==> src/hdl/srp_map.vh <==
// register map, field positions and timing counts of the serial port host
// assumes a 20 MHz mclk and an apb master on the same clock
`ifndef SRP_MAP_VH
`define SRP_MAP_VH

// apb word offsets
`define SRP_OFF_CTRL      8'h00
`define SRP_OFF_STATUS    8'h04
`define SRP_OFF_ADDR      8'h08
`define SRP_OFF_WDATA     8'h0c
`define SRP_OFF_RDATA     8'h10

// control word fields
`define SRP_CTRL_GO       0
`define SRP_CTRL_SPI      1
`define SRP_CTRL_READ     2
`define SRP_CTRL_3W       3
`define SRP_CTRL_LSB      4
`define SRP_CTRL_CNT_LO   5
`define SRP_CTRL_CNT_HI   6

// status word fields
`define SRP_STAT_BUSY     0
`define SRP_STAT_DONE     1
`define SRP_STAT_NACK     2

// reset values
`define SRP_RST_WORD      32'h0000_0000
`define SRP_RST_ADDR      7'h00

// fixed upper six bits of the i2c slave address
`define SRP_I2C_ADDR_HI   6'h2e

// link timing
`define SRP_MCLK_HZ       20000000
`define SRP_I2C_MAX_HZ    400000
`define SRP_QTR_CYC       ((`SRP_MCLK_HZ + 4 * `SRP_I2C_MAX_HZ - 1) / (4 * `SRP_I2C_MAX_HZ))

`endif

==> src/hdl/srp_sync.v <==
// two-flop synchroniser for the pin inputs
// assumes pins idle high while released
`timescale 1ns/1ns
module srp_sync #(
  parameter W = 3
) (
  // clock and reset
  input  wire         mclk,
  input  wire         rst,
  // pins and synchronised copy
  input  wire [W-1:0] pin_i,
  output reg  [W-1:0] sync_q
);

  reg [W-1:0] meta_q;

  always @(posedge mclk) begin
    if (rst) begin
      meta_q <= {W{1'b1}};
      sync_q <= {W{1'b1}};
    end else begin
      meta_q <= pin_i;
      sync_q <= meta_q;
    end
  end

endmodule // srp_sync

==> src/hdl/srp_tick.v <==
// quarter-bit tick for the link clock divider
// assumes clear is held while the engine is idle
`timescale 1ns/1ns
`include "srp_map.vh"
module srp_tick (
  // clock and reset
  input  wire mclk,
  input  wire rst,
  // control and tick
  input  wire clr,
  output reg  tick_q
);

  localparam integer QTR_LAST = `SRP_QTR_CYC - 1;

  reg [3:0] cnt_q;

  always @(posedge mclk) begin
    if (rst || clr) begin
      cnt_q  <= 4'h0;
      tick_q <= 1'b0;
    end else if (cnt_q == QTR_LAST[3:0]) begin
      cnt_q  <= 4'h0;
      tick_q <= 1'b1;
    end else begin
      cnt_q  <= cnt_q + 4'h1;
      tick_q <= 1'b0;
    end
  end

endmodule // srp_tick

==> src/hdl/srp_host.v <==
// host controller for the serial register port: i2c or 3/4-wire spi master
// assumes apb on mclk, pins synchronised here, pull-ups on scl and sda
//
// What this block does
// - chip-select high gives i2c, low gives spi
// - receiver pulls data low through acknowledge high
// - pointer byte follows address, top bit ignored
// - read: address write, pointer, repeated start, address read
// - master acks to continue, nacks then stops
// - eight bits per byte, msb first, one to four bytes
// - receiver may stretch clock low to stall
// - unacknowledged byte lets master abort transfer
// - start and stop are data edges, clock high
// - i2c clock no faster than fast mode
// - chip-select low per frame, clock parked high
// - spi data change on fall, sampled on rise
// - sixteen clocks plus eight per extra byte
//
// The APB slave port and the placing of the registers are this design's own decisions.
`timescale 1ns/1ns
`include "srp_map.vh"
module srp_host (
  // clock and reset
  input  wire        mclk,
  input  wire        rst,
  // apb slave
  input  wire        psel,
  input  wire        penable,
  input  wire        pwrite,
  input  wire [7:0]  paddr,
  input  wire [31:0] pwdata,
  output reg  [31:0] prdata,
  output reg         pready,
  output reg         pslverr,
  // chip select
  output reg         cs_o,
  // scl / spi_serial_clock
  input  wire        scl_i,
  output reg         scl_o,
  output reg         scl_oe,
  // sda / spi_data_in
  input  wire        sda_i,
  output reg         sda_o,
  output reg         sda_oe,
  // spi_data_out
  input  wire        sdo_i
);

  localparam [2:0] SM_IDLE   = 3'd0;
  localparam [2:0] SM_ISTART = 3'd1;
  localparam [2:0] SM_IBIT   = 3'd2;
  localparam [2:0] SM_ISTOP  = 3'd3;
  localparam [2:0] SM_SBIT   = 3'd4;
  localparam [2:0] SM_SEND   = 3'd5;
  localparam [2:0] SM_DONE   = 3'd6;

  localparam [2:0] PH_AW  = 3'd0;
  localparam [2:0] PH_SUB = 3'd1;
  localparam [2:0] PH_WR  = 3'd2;
  localparam [2:0] PH_AR  = 3'd3;
  localparam [2:0] PH_RD  = 3'd4;

  function [7:0] byte_sel;
    input [31:0] w;
    input [1:0]  i;
    begin
      byte_sel = w[{i, 3'b000} +: 8];
    end
  endfunction

  function [31:0] byte_put;
    input [31:0] w;
    input [1:0]  i;
    input [7:0]  b;
    begin
      byte_put = (w & ~(32'h0000_00ff << {i, 3'b000}))
               | ({24'h00_0000, b} << {i, 3'b000});
    end
  endfunction

  reg         spi_q;
  reg         rd_q;
  reg         tw_q;
  reg         lsb_q;
  reg  [1:0]  cnt_q;
  reg  [6:0]  addr_q;
  reg  [31:0] wdata_q;
  reg  [31:0] rdata_q;
  reg         busy_q;
  reg         done_q;
  reg         nack_q;
  reg  [2:0]  fsm_q;
  reg  [1:0]  qtr_q;
  reg  [3:0]  bit_q;
  reg  [5:0]  sb_q;
  reg  [2:0]  ph_q;
  reg  [1:0]  byte_q;
  reg  [7:0]  sh_q;
  reg  [31:0] rdmux_d;
  reg         err_d;

  wire [2:0]  pin_s;
  wire        tick;
  wire        scl_s = pin_s[0];
  wire        sda_s = pin_s[1];
  wire        sdo_s = pin_s[2];
  wire        apb_setup = psel & ~penable;
  wire        apb_wr = psel & penable & pready & pwrite;
  wire        go = apb_wr & (paddr == `SRP_OFF_CTRL)
                 & pwdata[`SRP_CTRL_GO] & ~busy_q;
  wire        stat_clr = apb_wr & (paddr == `SRP_OFF_STATUS);
  wire        tx_ph = (ph_q != PH_RD);
  wire        nack_set = (fsm_q == SM_IBIT) & tick & (qtr_q == 2'd2)
                       & scl_s & (bit_q == 4'd8) & tx_ph & sda_s;
  wire        last_byte = (byte_q == cnt_q);
  wire [5:0]  sb_last = 6'd15 + {1'b0, cnt_q, 3'b000};
  wire [1:0]  blk = sb_q[4:3];
  wire        spi_miso = tw_q ? sda_s : sdo_s;

  srp_sync #(
    .W (3)
  ) u_sync (
    .mclk   (mclk),
    .rst    (rst),
    .pin_i  ({sdo_i, sda_i, scl_i}),
    .sync_q (pin_s)
  );

  srp_tick u_tick (
    .mclk   (mclk),
    .rst    (rst),
    .clr    (fsm_q == SM_IDLE),
    .tick_q (tick)
  );

  always @* begin
    rdmux_d = 32'h0000_0000;
    err_d   = 1'b0;
    case (paddr)
      `SRP_OFF_CTRL: begin
        rdmux_d = {25'h000_0000, cnt_q, lsb_q, tw_q, rd_q, spi_q, 1'b0};
      end
      `SRP_OFF_STATUS: begin
        rdmux_d = {29'h0000_0000, nack_q, done_q, busy_q};
      end
      `SRP_OFF_ADDR: begin
        rdmux_d = {25'h000_0000, addr_q};
      end
      `SRP_OFF_WDATA: begin
        rdmux_d = wdata_q;
      end
      `SRP_OFF_RDATA: begin
        rdmux_d = rdata_q;
      end
      default: begin
        err_d = 1'b1;
      end
    endcase
  end

  // apb slave: zero wait states, answer in the access cycle
  always @(posedge mclk) begin
    if (rst) begin
      prdata  <= `SRP_RST_WORD;
      pready  <= 1'b0;
      pslverr <= 1'b0;
    end else begin
      pready  <= apb_setup;
      pslverr <= apb_setup & err_d;
      if (apb_setup && !pwrite)
        prdata <= rdmux_d;
    end
  end

  // configuration, held steady while a transfer runs
  always @(posedge mclk) begin
    if (rst) begin
      spi_q   <= 1'b0;
      rd_q    <= 1'b0;
      tw_q    <= 1'b0;
      lsb_q   <= 1'b0;
      cnt_q   <= 2'b00;
      addr_q  <= `SRP_RST_ADDR;
      wdata_q <= `SRP_RST_WORD;
    end else if (apb_wr && !busy_q) begin
      if (paddr == `SRP_OFF_CTRL) begin
        spi_q <= pwdata[`SRP_CTRL_SPI];
        rd_q  <= pwdata[`SRP_CTRL_READ];
        tw_q  <= pwdata[`SRP_CTRL_3W];
        lsb_q <= pwdata[`SRP_CTRL_LSB];
        cnt_q <= pwdata[`SRP_CTRL_CNT_HI:`SRP_CTRL_CNT_LO];
      end
      if (paddr == `SRP_OFF_ADDR)
        addr_q <= pwdata[6:0];
      if (paddr == `SRP_OFF_WDATA)
        wdata_q <= pwdata;
    end
  end

  // sticky flags: a hardware set wins over a software clear
  always @(posedge mclk) begin
    if (rst) begin
      done_q <= 1'b0;
      nack_q <= 1'b0;
    end else begin
      done_q <= (fsm_q == SM_DONE)
              | (done_q & ~(stat_clr & pwdata[`SRP_STAT_DONE]));
      nack_q <= nack_set
              | (nack_q & ~(stat_clr & pwdata[`SRP_STAT_NACK]));
    end
  end

  // link engine, one quarter bit per tick
  always @(posedge mclk) begin
    if (rst) begin
      fsm_q   <= SM_IDLE;
      busy_q  <= 1'b0;
      qtr_q   <= 2'b00;
      bit_q   <= 4'h0;
      sb_q    <= 6'h00;
      ph_q    <= PH_AW;
      byte_q  <= 2'b00;
      sh_q    <= 8'h00;
      rdata_q <= `SRP_RST_WORD;
      cs_o    <= 1'b1;
      scl_o   <= 1'b0;
      scl_oe  <= 1'b0;
      sda_o   <= 1'b0;
      sda_oe  <= 1'b0;
    end else begin
      case (fsm_q)
        SM_IDLE: begin
          cs_o   <= 1'b1;
          scl_o  <= spi_q;
          scl_oe <= spi_q;
          sda_o  <= spi_q;
          sda_oe <= spi_q;
          qtr_q  <= 2'b00;
          byte_q <= 2'b00;
          if (go) begin
            busy_q <= 1'b1;
            if (pwdata[`SRP_CTRL_SPI]) begin
              cs_o  <= 1'b0;
              scl_o <= 1'b1;
              scl_oe <= 1'b1;
              // data idles high so the pins never show a start
              sda_o  <= 1'b1;
              sda_oe <= 1'b1;
              sb_q  <= 6'h00;
              sh_q  <= {pwdata[`SRP_CTRL_READ], addr_q};
              fsm_q <= SM_SBIT;
            end else begin
              ph_q  <= PH_AW;
              fsm_q <= SM_ISTART;
            end
          end
        end
        SM_ISTART: begin
          if (tick) begin
            if (qtr_q == 2'd0) begin
              sda_oe <= 1'b0;
              qtr_q  <= 2'd1;
            end else if (qtr_q == 2'd1) begin
              scl_oe <= 1'b0;
              qtr_q  <= 2'd2;
            end else if (qtr_q == 2'd2) begin
              if (scl_s) begin
                sda_oe <= 1'b1;
                qtr_q  <= 2'd3;
              end
            end else begin
              scl_oe <= 1'b1;
              qtr_q  <= 2'd0;
              bit_q  <= 4'h0;
              sh_q   <= {`SRP_I2C_ADDR_HI, lsb_q, ph_q == PH_AR};
              fsm_q  <= SM_IBIT;
            end
          end
        end
        SM_IBIT: begin
          if (tick) begin
            if (qtr_q == 2'd0) begin
              if (bit_q != 4'd8)
                sda_oe <= tx_ph & ~sh_q[7];
              else
                sda_oe <= ~tx_ph & ~last_byte;
              qtr_q <= 2'd1;
            end else if (qtr_q == 2'd1) begin
              scl_oe <= 1'b0;
              qtr_q  <= 2'd2;
            end else if (qtr_q == 2'd2) begin
              if (scl_s) begin
                if (bit_q != 4'd8)
                  sh_q <= {sh_q[6:0], sda_s};
                else if (tx_ph)
                  sh_q[0] <= sda_s;
                qtr_q <= 2'd3;
              end
            end else begin
              scl_oe <= 1'b1;
              qtr_q  <= 2'd0;
              bit_q  <= bit_q + 4'h1;
              if (bit_q == 4'd8) begin
                bit_q <= 4'h0;
                // abort on this byte's own nack, not on a stale flag
                if (tx_ph && sh_q[0]) begin
                  fsm_q <= SM_ISTOP;
                end else begin
                  case (ph_q)
                    PH_AW: begin
                      ph_q <= PH_SUB;
                      sh_q <= {1'b0, addr_q};
                    end
                    PH_SUB: begin
                      if (rd_q) begin
                        ph_q <= PH_AR;
                        fsm_q <= SM_ISTART;
                      end else begin
                        ph_q <= PH_WR;
                        sh_q <= byte_sel(wdata_q, 2'b00);
                      end
                    end
                    PH_WR: begin
                      if (last_byte) begin
                        fsm_q <= SM_ISTOP;
                      end else begin
                        byte_q <= byte_q + 2'b01;
                        sh_q <= byte_sel(wdata_q, byte_q + 2'b01);
                      end
                    end
                    PH_AR: begin
                      ph_q <= PH_RD;
                    end
                    default: begin
                      rdata_q <= byte_put(rdata_q, byte_q, sh_q);
                      if (last_byte)
                        fsm_q <= SM_ISTOP;
                      else
                        byte_q <= byte_q + 2'b01;
                    end
                  endcase
                end
              end
            end
          end
        end
        SM_ISTOP: begin
          if (tick) begin
            if (qtr_q == 2'd0) begin
              sda_oe <= 1'b1;
              qtr_q  <= 2'd1;
            end else if (qtr_q == 2'd1) begin
              scl_oe <= 1'b0;
              qtr_q  <= 2'd2;
            end else if (qtr_q == 2'd2) begin
              if (scl_s)
                qtr_q <= 2'd3;
            end else begin
              sda_oe <= 1'b0;
              fsm_q  <= SM_DONE;
            end
          end
        end
        SM_SBIT: begin
          if (tick) begin
            if (qtr_q == 2'd0) begin
              scl_o <= 1'b0;
              sda_o <= sh_q[7];
              if (tw_q && rd_q && sb_q >= 6'd8)
                sda_oe <= 1'b0;
              qtr_q <= 2'd1;
            end else if (qtr_q == 2'd1) begin
              qtr_q <= 2'd2;
            end else if (qtr_q == 2'd2) begin
              scl_o <= 1'b1;
              sh_q  <= {sh_q[6:0], spi_miso};
              qtr_q <= 2'd3;
            end else begin
              qtr_q <= 2'd0;
              if (sb_q[2:0] == 3'b111) begin
                if (sb_q != 6'd7)
                  rdata_q <= byte_put(rdata_q, blk - 2'b01, sh_q);
                sh_q <= byte_sel(wdata_q, blk);
              end
              if (sb_q == sb_last)
                fsm_q <= SM_SEND;
              else
                sb_q <= sb_q + 6'h01;
            end
          end
        end
        SM_SEND: begin
          if (tick) begin
            cs_o <= 1'b1;
            fsm_q <= SM_DONE;
          end
        end
        SM_DONE: begin
          busy_q <= 1'b0;
          fsm_q  <= SM_IDLE;
        end
        default: begin
          fsm_q <= SM_IDLE;
        end
      endcase
    end
  end

endmodule // srp_host

==> config.mk <==
export PLATFORM = sky130hd
export DESIGN_NAME = srp_host
export DESIGN_NICKNAME = d
export VERILOG_FILES = /design/src/hdl/srp_sync.v /design/src/hdl/srp_tick.v /design/src/hdl/srp_host.v
export VERILOG_INCLUDE_DIRS = /design/src /design/src/hdl
export SDC_FILE = /design/constraint.sdc
export NUM_CORES = 1
export LEC_CHECK = 0
export ABC_AREA = 1
export BUFFER_PORTS_ARGS = -buffer_cell sky130_fd_sc_hd__buf_2
export CAP_MARGIN = 40
export CORE_MARGIN = 3
export CORE_UTILIZATION = 65
export CTS_CLUSTER_DIAMETER = 60
export DETAILED_ROUTE_END_ITERATION = 6
export PLACE_DENSITY_LB_ADDON = 0.08
export SLEW_MARGIN = 10
export SYNTH_ARGS = -nofsm -noshare
export SYNTH_HDL_FRONTEND = slang
export SYNTH_SLANG_ARGS = --single-unit
==> constraint.sdc <==
create_clock -name mclk -period 4.3 [get_ports mclk]
set_clock_uncertainty 0.15 [all_clocks]
set_input_delay 0.645 -clock mclk [delete_from_list [all_inputs] [get_ports mclk]]
set_output_delay 0.645 -clock mclk [all_outputs]
set_load 0.03 [all_outputs]
=== Yosys cells after proc, flatten, opt, wreduce, memory -nomap -nowiden ===
Cells that the tools add are included.

* Register bits: 158
* Output and inout bits: 39
* Word-level logic and storage cells: 367

* Add/subtract/negate cells: 6
* Order comparisons: 1
* Equal/unequal tests: 80
* Shift operators: 6
* Mux-type cells: 161
* Bitwise operators: 36
* Reduce and logical (&&, ||, !) cells: 46

{| class="wikitable"
|+ Operator list
! cell !! count
|-
| 2-to-1 mux 32 bit || 13
|-
| 2-to-1 mux 8 bit || 20
|-
| one-hot mux 32 bit (5 select lines) || 1
|-
| 2-to-1 mux 3 bit || 32
|-
| AND 32 bit || 2
|-
| NOT 32 bit || 2
|-
| bitwise OR 32 bit || 2
|-
| one-hot mux 32 bit (2 select lines) || 1
|-
| variable part select 32 x 6 -> 8 bit || 2
|-
| << shifter 8 x 5 -> 32 bit || 2
|-
| << shifter 8 x 5 -> 32 bit (first input constant) || 2
|-
| != test 2 bit (second input constant) || 27
|-
| 2-to-1 mux 2 bit || 21
|-
| 2-to-1 mux 6 bit || 7
|-
| AND reduction 21 bit || 2
|-
| 2-to-1 mux 1 bit || 40
|-
| 2-to-1 mux 4 bit || 9
|-
| != test 3 bit (second input constant) || 11
|-
| one-hot mux 8 bit (4 select lines) || 1
|-
| != test 4 bit (second input constant) || 6
|-
| one-hot mux 8 bit (3 select lines) || 1
|-
| AND reduction 23 bit || 1
|-
| AND 1 bit || 21
|-
| one-hot mux 3 bit (6 select lines) || 1
|-
| 60 further kinds || 109
|}

=== Logic depth before layout (Yosys ltp) ===
* Depth in word-level cells: 12
* Depth in mapped cells: 17
* Gate-level depth less buffers: 13

=== Hierarchy ===
A second synthesis with hierarchy kept.

* Cell total of the unflattened synthesis: 1552
* Area total of the unflattened synthesis: 9555.4 um2

{| class="wikitable"
|+ By module, submodules not included
! module !! instances !! cells an instance !! area each (um2)
|-
| srp_host || 1 || 1509 || 9186.3
|-
| srp_tick || 1 || 24 || 200.2
|-
| srp_sync || 1 || 19 || 168.9
|}

=== Worst setup path before layout ===
No wires, ideal clock.

* Path kind: reg-to-reg
* From: reg sb_q[3]
* To: reg rdata_q[6]
* Library setup time: 0.119 ns
* Data arrival time: 2.216 ns
* Path slack: 1.815 ns
* Cell stages (with the launch flop): 14
* Buffers on the path: 5
* Period minus slack after synthesis: 2.485 ns
* Cell sequence: dfxtp_1 > buf_2 > inv_1 > buf_2 > buf_2 > ha_1 > clkbuf_1 > inv_1 > clkbuf_1 > o22ai_1 > nand2_1 > nand2_1 > o21ai_0 > a21oi_1

* Cells in the longest elaborated chain, start to end: 12
* Elaborated cells between the ends (all ways): 16
* Those cells by class: add/sub: 1; eq/ne: 2; shift: 2; mux: 7; bitwise: 3; reduce/logical: 1

{| class="wikitable"
|+ RTL lines
! item !! RTL line !! source
|-
| start, declared || srp_host.v:95 || <nowiki>reg [5:0] sb_q;</nowiki>
|-
| start signal, assigned || srp_host.v:388 || <nowiki>sb_q <= sb_q + 6'h01;</nowiki>
|-
| subtractor 2 x 1 -> 2 bit || srp_host.v:382 || <nowiki>rdata_q <= byte_put(rdata_q, blk - 2'b01, sh_q);</nowiki>
|-
| << shifter 8 x 5 -> 32 bit || srp_host.v:76 || <nowiki>byte_put = (w & ~(32'h0000_00ff << {i, 3'b000}))</nowiki>
|-
| NOT 32 bit || srp_host.v:76 ||
|-
| AND 32 bit || srp_host.v:76 ||
|-
| bitwise OR 32 bit || srp_host.v:77 || <nowiki>| ({24'h00_0000, b} << {i, 3'b000});</nowiki>
|-
| 2-to-1 mux 32 bit || srp_host.v:381 || <nowiki>if (sb_q != 6'd7)</nowiki>
|-
| 2-to-1 mux 32 bit || srp_host.v:380 || <nowiki>if (sb_q[2:0] == 3'b111) begin</nowiki>
|-
| 2-to-1 mux 32 bit || srp_host.v:374 || <nowiki>end else if (qtr_q == 2'd2) begin</nowiki>
|-
| 2-to-1 mux 32 bit || srp_host.v:372 || <nowiki>end else if (qtr_q == 2'd1) begin</nowiki>
|-
| 2-to-1 mux 32 bit || srp_host.v:366 || <nowiki>if (qtr_q == 2'd0) begin</nowiki>
|-
| 2-to-1 mux 32 bit || srp_host.v:365 || <nowiki>if (tick) begin</nowiki>
|-
| one-hot mux 32 bit (2 select lines) || srp_host.v:231 || <nowiki>case (fsm_q)</nowiki>
|-
| end signal, assigned || srp_host.v:224 || <nowiki>rdata_q <= `SRP_RST_WORD;</nowiki>
|-
| end signal, assigned || srp_host.v:335 || <nowiki>rdata_q <= byte_put(rdata_q, byte_q, sh_q);</nowiki>
|-
| end signal, assigned || srp_host.v:382 ||
|-
| end, declared || srp_host.v:88 || <nowiki>reg [31:0] rdata_q;</nowiki>
|}

Parallel ways exist; a longest one is shown, timed or not. The select of a mux whose other input is x is not followed.
A chain may end at the register's enable or synchronous reset.

=== Worst setup path after layout ===
* From: reg byte_q[1]
* To: reg sh_q[1]

* Cells in the longest elaborated chain, start to end: 11
* Elaborated cells between the ends (all ways): 14
* Those cells by class: add/sub: 1; eq/ne: 2; shift: 1; mux: 9; reduce/logical: 1

{| class="wikitable"
|+ RTL lines
! item !! RTL line !! source
|-
| start, declared || srp_host.v:97 || <nowiki>reg [1:0] byte_q;</nowiki>
|-
| start signal, assigned || srp_host.v:327 || <nowiki>byte_q <= byte_q + 2'b01;</nowiki>
|-
| start signal, assigned || srp_host.v:339 || <nowiki>byte_q <= byte_q + 2'b01;</nowiki>
|-
| adder 2 x 1 -> 2 bit || srp_host.v:328 || <nowiki>sh_q <= byte_sel(wdata_q, byte_q + 2'b01);</nowiki>
|-
| variable part select 32 x 6 -> 8 bit || srp_host.v:67 || <nowiki>byte_sel = w[{i, 3'b000} +: 8];</nowiki>
|-
| 2-to-1 mux 8 bit || srp_host.v:324 || <nowiki>if (last_byte) begin</nowiki>
|-
| one-hot mux 8 bit (3 select lines) || srp_host.v:309 || <nowiki>case (ph_q)</nowiki>
|-
| 2-to-1 mux 8 bit || srp_host.v:306 || <nowiki>if (tx_ph && sh_q[0]) begin</nowiki>
|-
| 2-to-1 mux 8 bit || srp_host.v:303 || <nowiki>if (bit_q == 4'd8) begin</nowiki>
|-
| 2-to-1 mux 8 bit || srp_host.v:291 || <nowiki>end else if (qtr_q == 2'd2) begin</nowiki>
|-
| 2-to-1 mux 8 bit || srp_host.v:288 || <nowiki>end else if (qtr_q == 2'd1) begin</nowiki>
|-
| 2-to-1 mux 8 bit || srp_host.v:282 || <nowiki>if (qtr_q == 2'd0) begin</nowiki>
|-
| 2-to-1 mux 8 bit || srp_host.v:281 || <nowiki>if (tick) begin</nowiki>
|-
| one-hot mux 8 bit (4 select lines) || srp_host.v:231 ||
|-
| end signal, assigned || srp_host.v:250 || <nowiki>sh_q <= {pwdata[`SRP_CTRL_READ], addr_q};</nowiki>
|-
| end signal, assigned || srp_host.v:275 || <nowiki>sh_q <= {`SRP_I2C_ADDR_HI, lsb_q, ph_q == PH_AR};</nowiki>
|-
| end signal, assigned || srp_host.v:294 || <nowiki>sh_q <= {sh_q[6:0], sda_s};</nowiki>
|-
| end, declared || srp_host.v:98 || <nowiki>reg [7:0] sh_q;</nowiki>
|}

Parallel ways exist; a longest one is shown, timed or not. The select of a mux whose other input is x is not followed.

==> run summary <==
The largest individual stage delay along the critical path comes from the cell sky130_fd_sc_hd__ha_1. Yosys attributes the largest share of cell area to sky130_fd_sc_hd__dfxtp_1 33%, sky130_fd_sc_hd__nand2_1 15%, sky130_fd_sc_hd__o21ai_0 6.9%, sky130_fd_sc_hd__a21oi_1 6.6%, sky130_fd_sc_hd__o22ai_1 6.0%. During I/O placement, the number of pins put on the boundary was 87. The cell occurring most often along the worst timing path is sky130_fd_sc_hd__nand2_1. The flip-flop and latch count after synthesis is 158. The number of sinks driven by the clock tree is 158. Counting the fill cells in the layout gives 1209. The fraction of final layout cells with drive strength greater than 1 is 12.6%.

The maximum net fanout on the critical path came out at 20. For hold timing, the worst endpoint is u_sync.meta_q[2]$_SDFF_PP1_. The synthesized design spends more area on one cell type than any other, namely sky130_fd_sc_hd__dfxtp_1. The wire length per cell came out at 17.7 um. The number of synthesis warnings is 0.

For flop-to-flop paths, the worst setup slack is 1.52 ns. The cell sitting at the root of the clock tree is a sky130_fd_sc_hd__clkbuf_16. The post-CTS setup buffer count is 0.

The detailed-route via count is 10600. The post-detailed-route via-to-cell ratio is 6.16. The net count reported at finish is 1591. The number of detailed-routing iterations run before antenna repair came out at 7.

The fmax came out at 0.360 GHz. The die is 127 um tall. The depth of the worst register-to-register path is 14. After synthesis, the share of flip-flops with an asynchronous set or reset is 0%. The worst register-to-register path begins at byte_q[1]$_SDFFE_PP0P_.

The run finished, with violations left. Among all flip-flop cells after synthesis, the most frequent one is sky130_fd_sc_hd__dfxtp_1. The die covers 16100 um^2. For this run, the number of standard cells in the final layout without fillers is 1714. The routability-driven placement congestion ratio is 1.00. The first routing iteration left 1679 violations. At the pin with the least slew margin, the transition time is 0.878 ns. The critical path startpoint category is a flip-flop. The count of flip-flops with a built-in enable after synthesis came out at 0.

Once routing completed, OpenROAD measured the worst setup slack at 1.52 ns. The worst setup path is of the reg2reg kind. Once the floorplan was initialized, standard cells occupied 67.5% of the core. The post-detailed-route count of antenna-violating nets is 0. The total inserted antenna cells is 0. The synthesized instance count is 1486. Headroom to the max-slew limit came out at 41.3%. The number of clock buffers inserted by TritonCTS is 17.

The number of buffer cells added on primary ports is 86. The combined flip-flop and latch cell area is 3160 um^2. From synthesis to final layout, the design area changed by 10.1%.

After clock tree synthesis, the clock-pin slew on the worst setup and hold paths is 0.07 ns. The die width is 127 um. Power spread over the standard cell area amounts to 565 nW/um^2. The number of buffers inserted by hold repair at cts is 0. The final-report setup violation count came out at 0.

The total routing resource utilization after global routing came out at 37.2%. The minimum setup slack after placement came out at 1.54 ns. In this run the static leakage power is 4.44 nW. The final wirelength came out at 30.4 mm. The worst ir drop on vdd is 0.342 mV. The kind of cell with the highest combined delay on the critical path is buffers and inverters.

The worst path needs 2.78 ns of the cycle, external delays included. The via count of the first global-routing pass is 9174. Clock latency on the worst-skew pair, taken at its later pin, is 0.44 ns.

After synthesis, the mean cell area works out to 6.40 um^2. Setup repair after global routing left no endpoint under its margin. Leaving out fill and tap cells, the most frequent cells in the layout are 380 x sky130_fd_sc_hd__nand2_1, 158 x sky130_fd_sc_hd__dfxtp_1, 146 x sky130_fd_sc_hd__inv_1.

The maximum number of buffers from clock root to sink came out at 2. The instance count after placement with tap cells included came out at 1682. The distinct cell type count after synthesis is 43.

At the worst endpoint, the required time is 4.48 ns. The number of instances on the worst hold path came out at 2. The share of Yosys cell area claimed by the top area cell type came out at 33.2%. Across the run, the number of max-cap violations was 0.

The first global-routing pass estimated 48.3 mm of wire. The proportion of synthesized chip area in sequential cells came out at 33.2%. The initial antenna violation count came out at 0.

Data arrives at the worst endpoint at 2.96 ns. Detailed placement finished with a half-perimeter wire length of 21.6 mm. The synthesized area is 9510 um^2. The final reports fail on design-rule violations. The area used by multi-input combinational logic came out at 5340 um^2. The core outline area came out at 14100 um^2. The min-delay analysis places its worst path in the category in2reg. The tightest hold path in the finished design has a slack of 0.242 ns. The worst path uses 64.6% of the clock period. The critical path depth in cells is 14. Gates resized during post-CTS repair numbered 0. The final cell utilization of the core is 74.3%. Counting both buffers and inverters, the worst setup path holds a total of 4. The most common library cell in the layout ignoring fill and taps is sky130_fd_sc_hd__nand2_1.

The hold violation count in the final report came out at 0. The endpoint identified for the worst register-to-register timing path is sh_q[1]$_SDFFE_PP0P_. The total number of H-tree levels is 4. The total negative setup slack is 0 ns. The residual overflow from global routing came out at 0.

In this run the most critical hold path is launched from sdo_i. The number of pins with negative max-slew slack in the final report is 0. TritonCTS built the clock tree. The signal on the critical path passes through buf_4, clkinv_1, ha_1, clkinv_1, nand3_1, o21ai_0, nand2_1, inv_1, nor2_1, nand2_1, nor2_1, nand2_1, nand2_1, nor2_1. The pin count of the biggest net entering global routing is 55. The DRC violation count after routing came out at 6. STA classifies the critical path endpoint as a flip-flop.

The initialized floorplan defines 43 standard-cell rows. The synthesized net count is 1556. The largest stage delay on the critical path is 0.54 ns.
worst max-delay path by stage:
stage | startpoint | endpoint | slack [ns]
2_1_floorplan | sb_q[3]$_SDFFE_PP0P_ | rdata_q[6]$_SDFFE_PP0P_ | 1.81
3_3_place_gp | qtr_q[0]$_SDFFE_PP0P_ | rdata_q[12]$_SDFFE_PP0P_ | 1.22
3_5_place_dp | paddr[7] | prdata[0]$_SDFFE_PP0P_ | 1.54
4_1_cts | byte_q[1]$_SDFFE_PP0P_ | sh_q[1]$_SDFFE_PP0P_ | 1.60
5_1_grt | qtr_q[0]$_SDFFE_PP0P_ | rdata_q[15]$_SDFFE_PP0P_ | 1.36
6_report | byte_q[1]$_SDFFE_PP0P_ | sh_q[1]$_SDFFE_PP0P_ | 1.52
final cells by class:
class,count,area share [%]
Clock inverter,14,1.23
Multi-Input combinational cell,1084,51.0
Sequential cell,158,30.2
Clock buffer,18,4.19
Tap cell,180,2.15
Timing Repair Buffer,104,5.59
Inverter,156,5.64
cell usage after synthesis, types with 2 or more instances:
cell type / instances
sky130_fd_sc_hd__nand2_1: 380
sky130_fd_sc_hd__dfxtp_1: 158
sky130_fd_sc_hd__inv_1: 147
sky130_fd_sc_hd__nor2_1: 135
sky130_fd_sc_hd__o21ai_0: 132
sky130_fd_sc_hd__a21oi_1: 125
sky130_fd_sc_hd__o22ai_1: 91
sky130_fd_sc_hd__nand3_1: 64
sky130_fd_sc_hd__clkbuf_1: 42
sky130_fd_sc_hd__nor3_1: 33
sky130_fd_sc_hd__buf_2: 23
sky130_fd_sc_hd__ha_1: 22
sky130_fd_sc_hd__nor2_2: 12
sky130_fd_sc_hd__o21ai_1: 12
sky130_fd_sc_hd__buf_1: 11
sky130_fd_sc_hd__nand4_1: 10
sky130_fd_sc_hd__o211ai_1: 10
sky130_fd_sc_hd__buf_4: 7
sky130_fd_sc_hd__nand2_2: 7
sky130_fd_sc_hd__or2_2: 7
sky130_fd_sc_hd__nand3_2: 6
sky130_fd_sc_hd__nor2_4: 6
sky130_fd_sc_hd__buf_6: 5
sky130_fd_sc_hd__inv_2: 5
sky130_fd_sc_hd__a31oi_1: 4
sky130_fd_sc_hd__xor2_1: 4
sky130_fd_sc_hd__a211oi_1: 3
sky130_fd_sc_hd__a21oi_2: 3
sky130_fd_sc_hd__nand2_4: 3
sky130_fd_sc_hd__clkinv_1: 2
sky130_fd_sc_hd__inv_4: 2
sky130_fd_sc_hd__nor3_4: 2
sky130_fd_sc_hd__nor3b_1: 2
sky130_fd_sc_hd__o221ai_1: 2
metrics by stage:
step / power (mW) / area, um^2
final: 5.92 / 10500
after global routing: 6.24 / 10500
after CTS: 5.82 / 10500
after detailed placement: 4.37 / 9910
after global placement: 4.30 / 9870
after floorplan: 3.76 / 9510
power by group:
group | switching, mW | internal (mW) | leakage (nW)
Sequential | 0.225 | 1.67 | 1.28
Combinational | 1.78 | 0.775 | 2.89
Clock | 0.689 | 0.776 | 0.268
metal layers:
metal	routed length, um	up-vias	part of all wire, %	track usage, %
li1	-	4993	-	-
met1	12700	4798	42	54.1
met2	13000	678	43	55.8
met3	3820	93	13	7.23
met4	841	0	2.8	12.0
met5	0	-	0	0
state kept, by name, summed over array words and instances (netlist names), 2 cells and up:
register	count
addr_q	7
qtr_q	2
prdata	32
ph_q	3
cnt_q	2
fsm_q	3
bit_q	4
rdata_q	32
byte_q	2
sh_q	8
u_sync.meta_q	3
wdata_q	32
sb_q	6
u_sync.sync_q	3
u_tick.cnt_q	4
kinds of logic (layout without fill, tap and decap cells):
| logic type | count (synthesis) | count (layout) | share of synthesized area, % |
|---|---|---|---|
| flip-flops | 158 | 158 | 33.2 |
| AO/OA/AOI/OAI | 385 | 385 | 22.1 |
| AND/OR/NAND/NOR | 672 | 672 | 30.6 |
| buffers and inverters | 244 | 292 | 10.7 |
| adder cells (fa/ha/maj) | 22 | 22 | 2.89 |
| XOR/XNOR | 5 | 5 | 0.460 |
(Power assumes the default switching activity.)
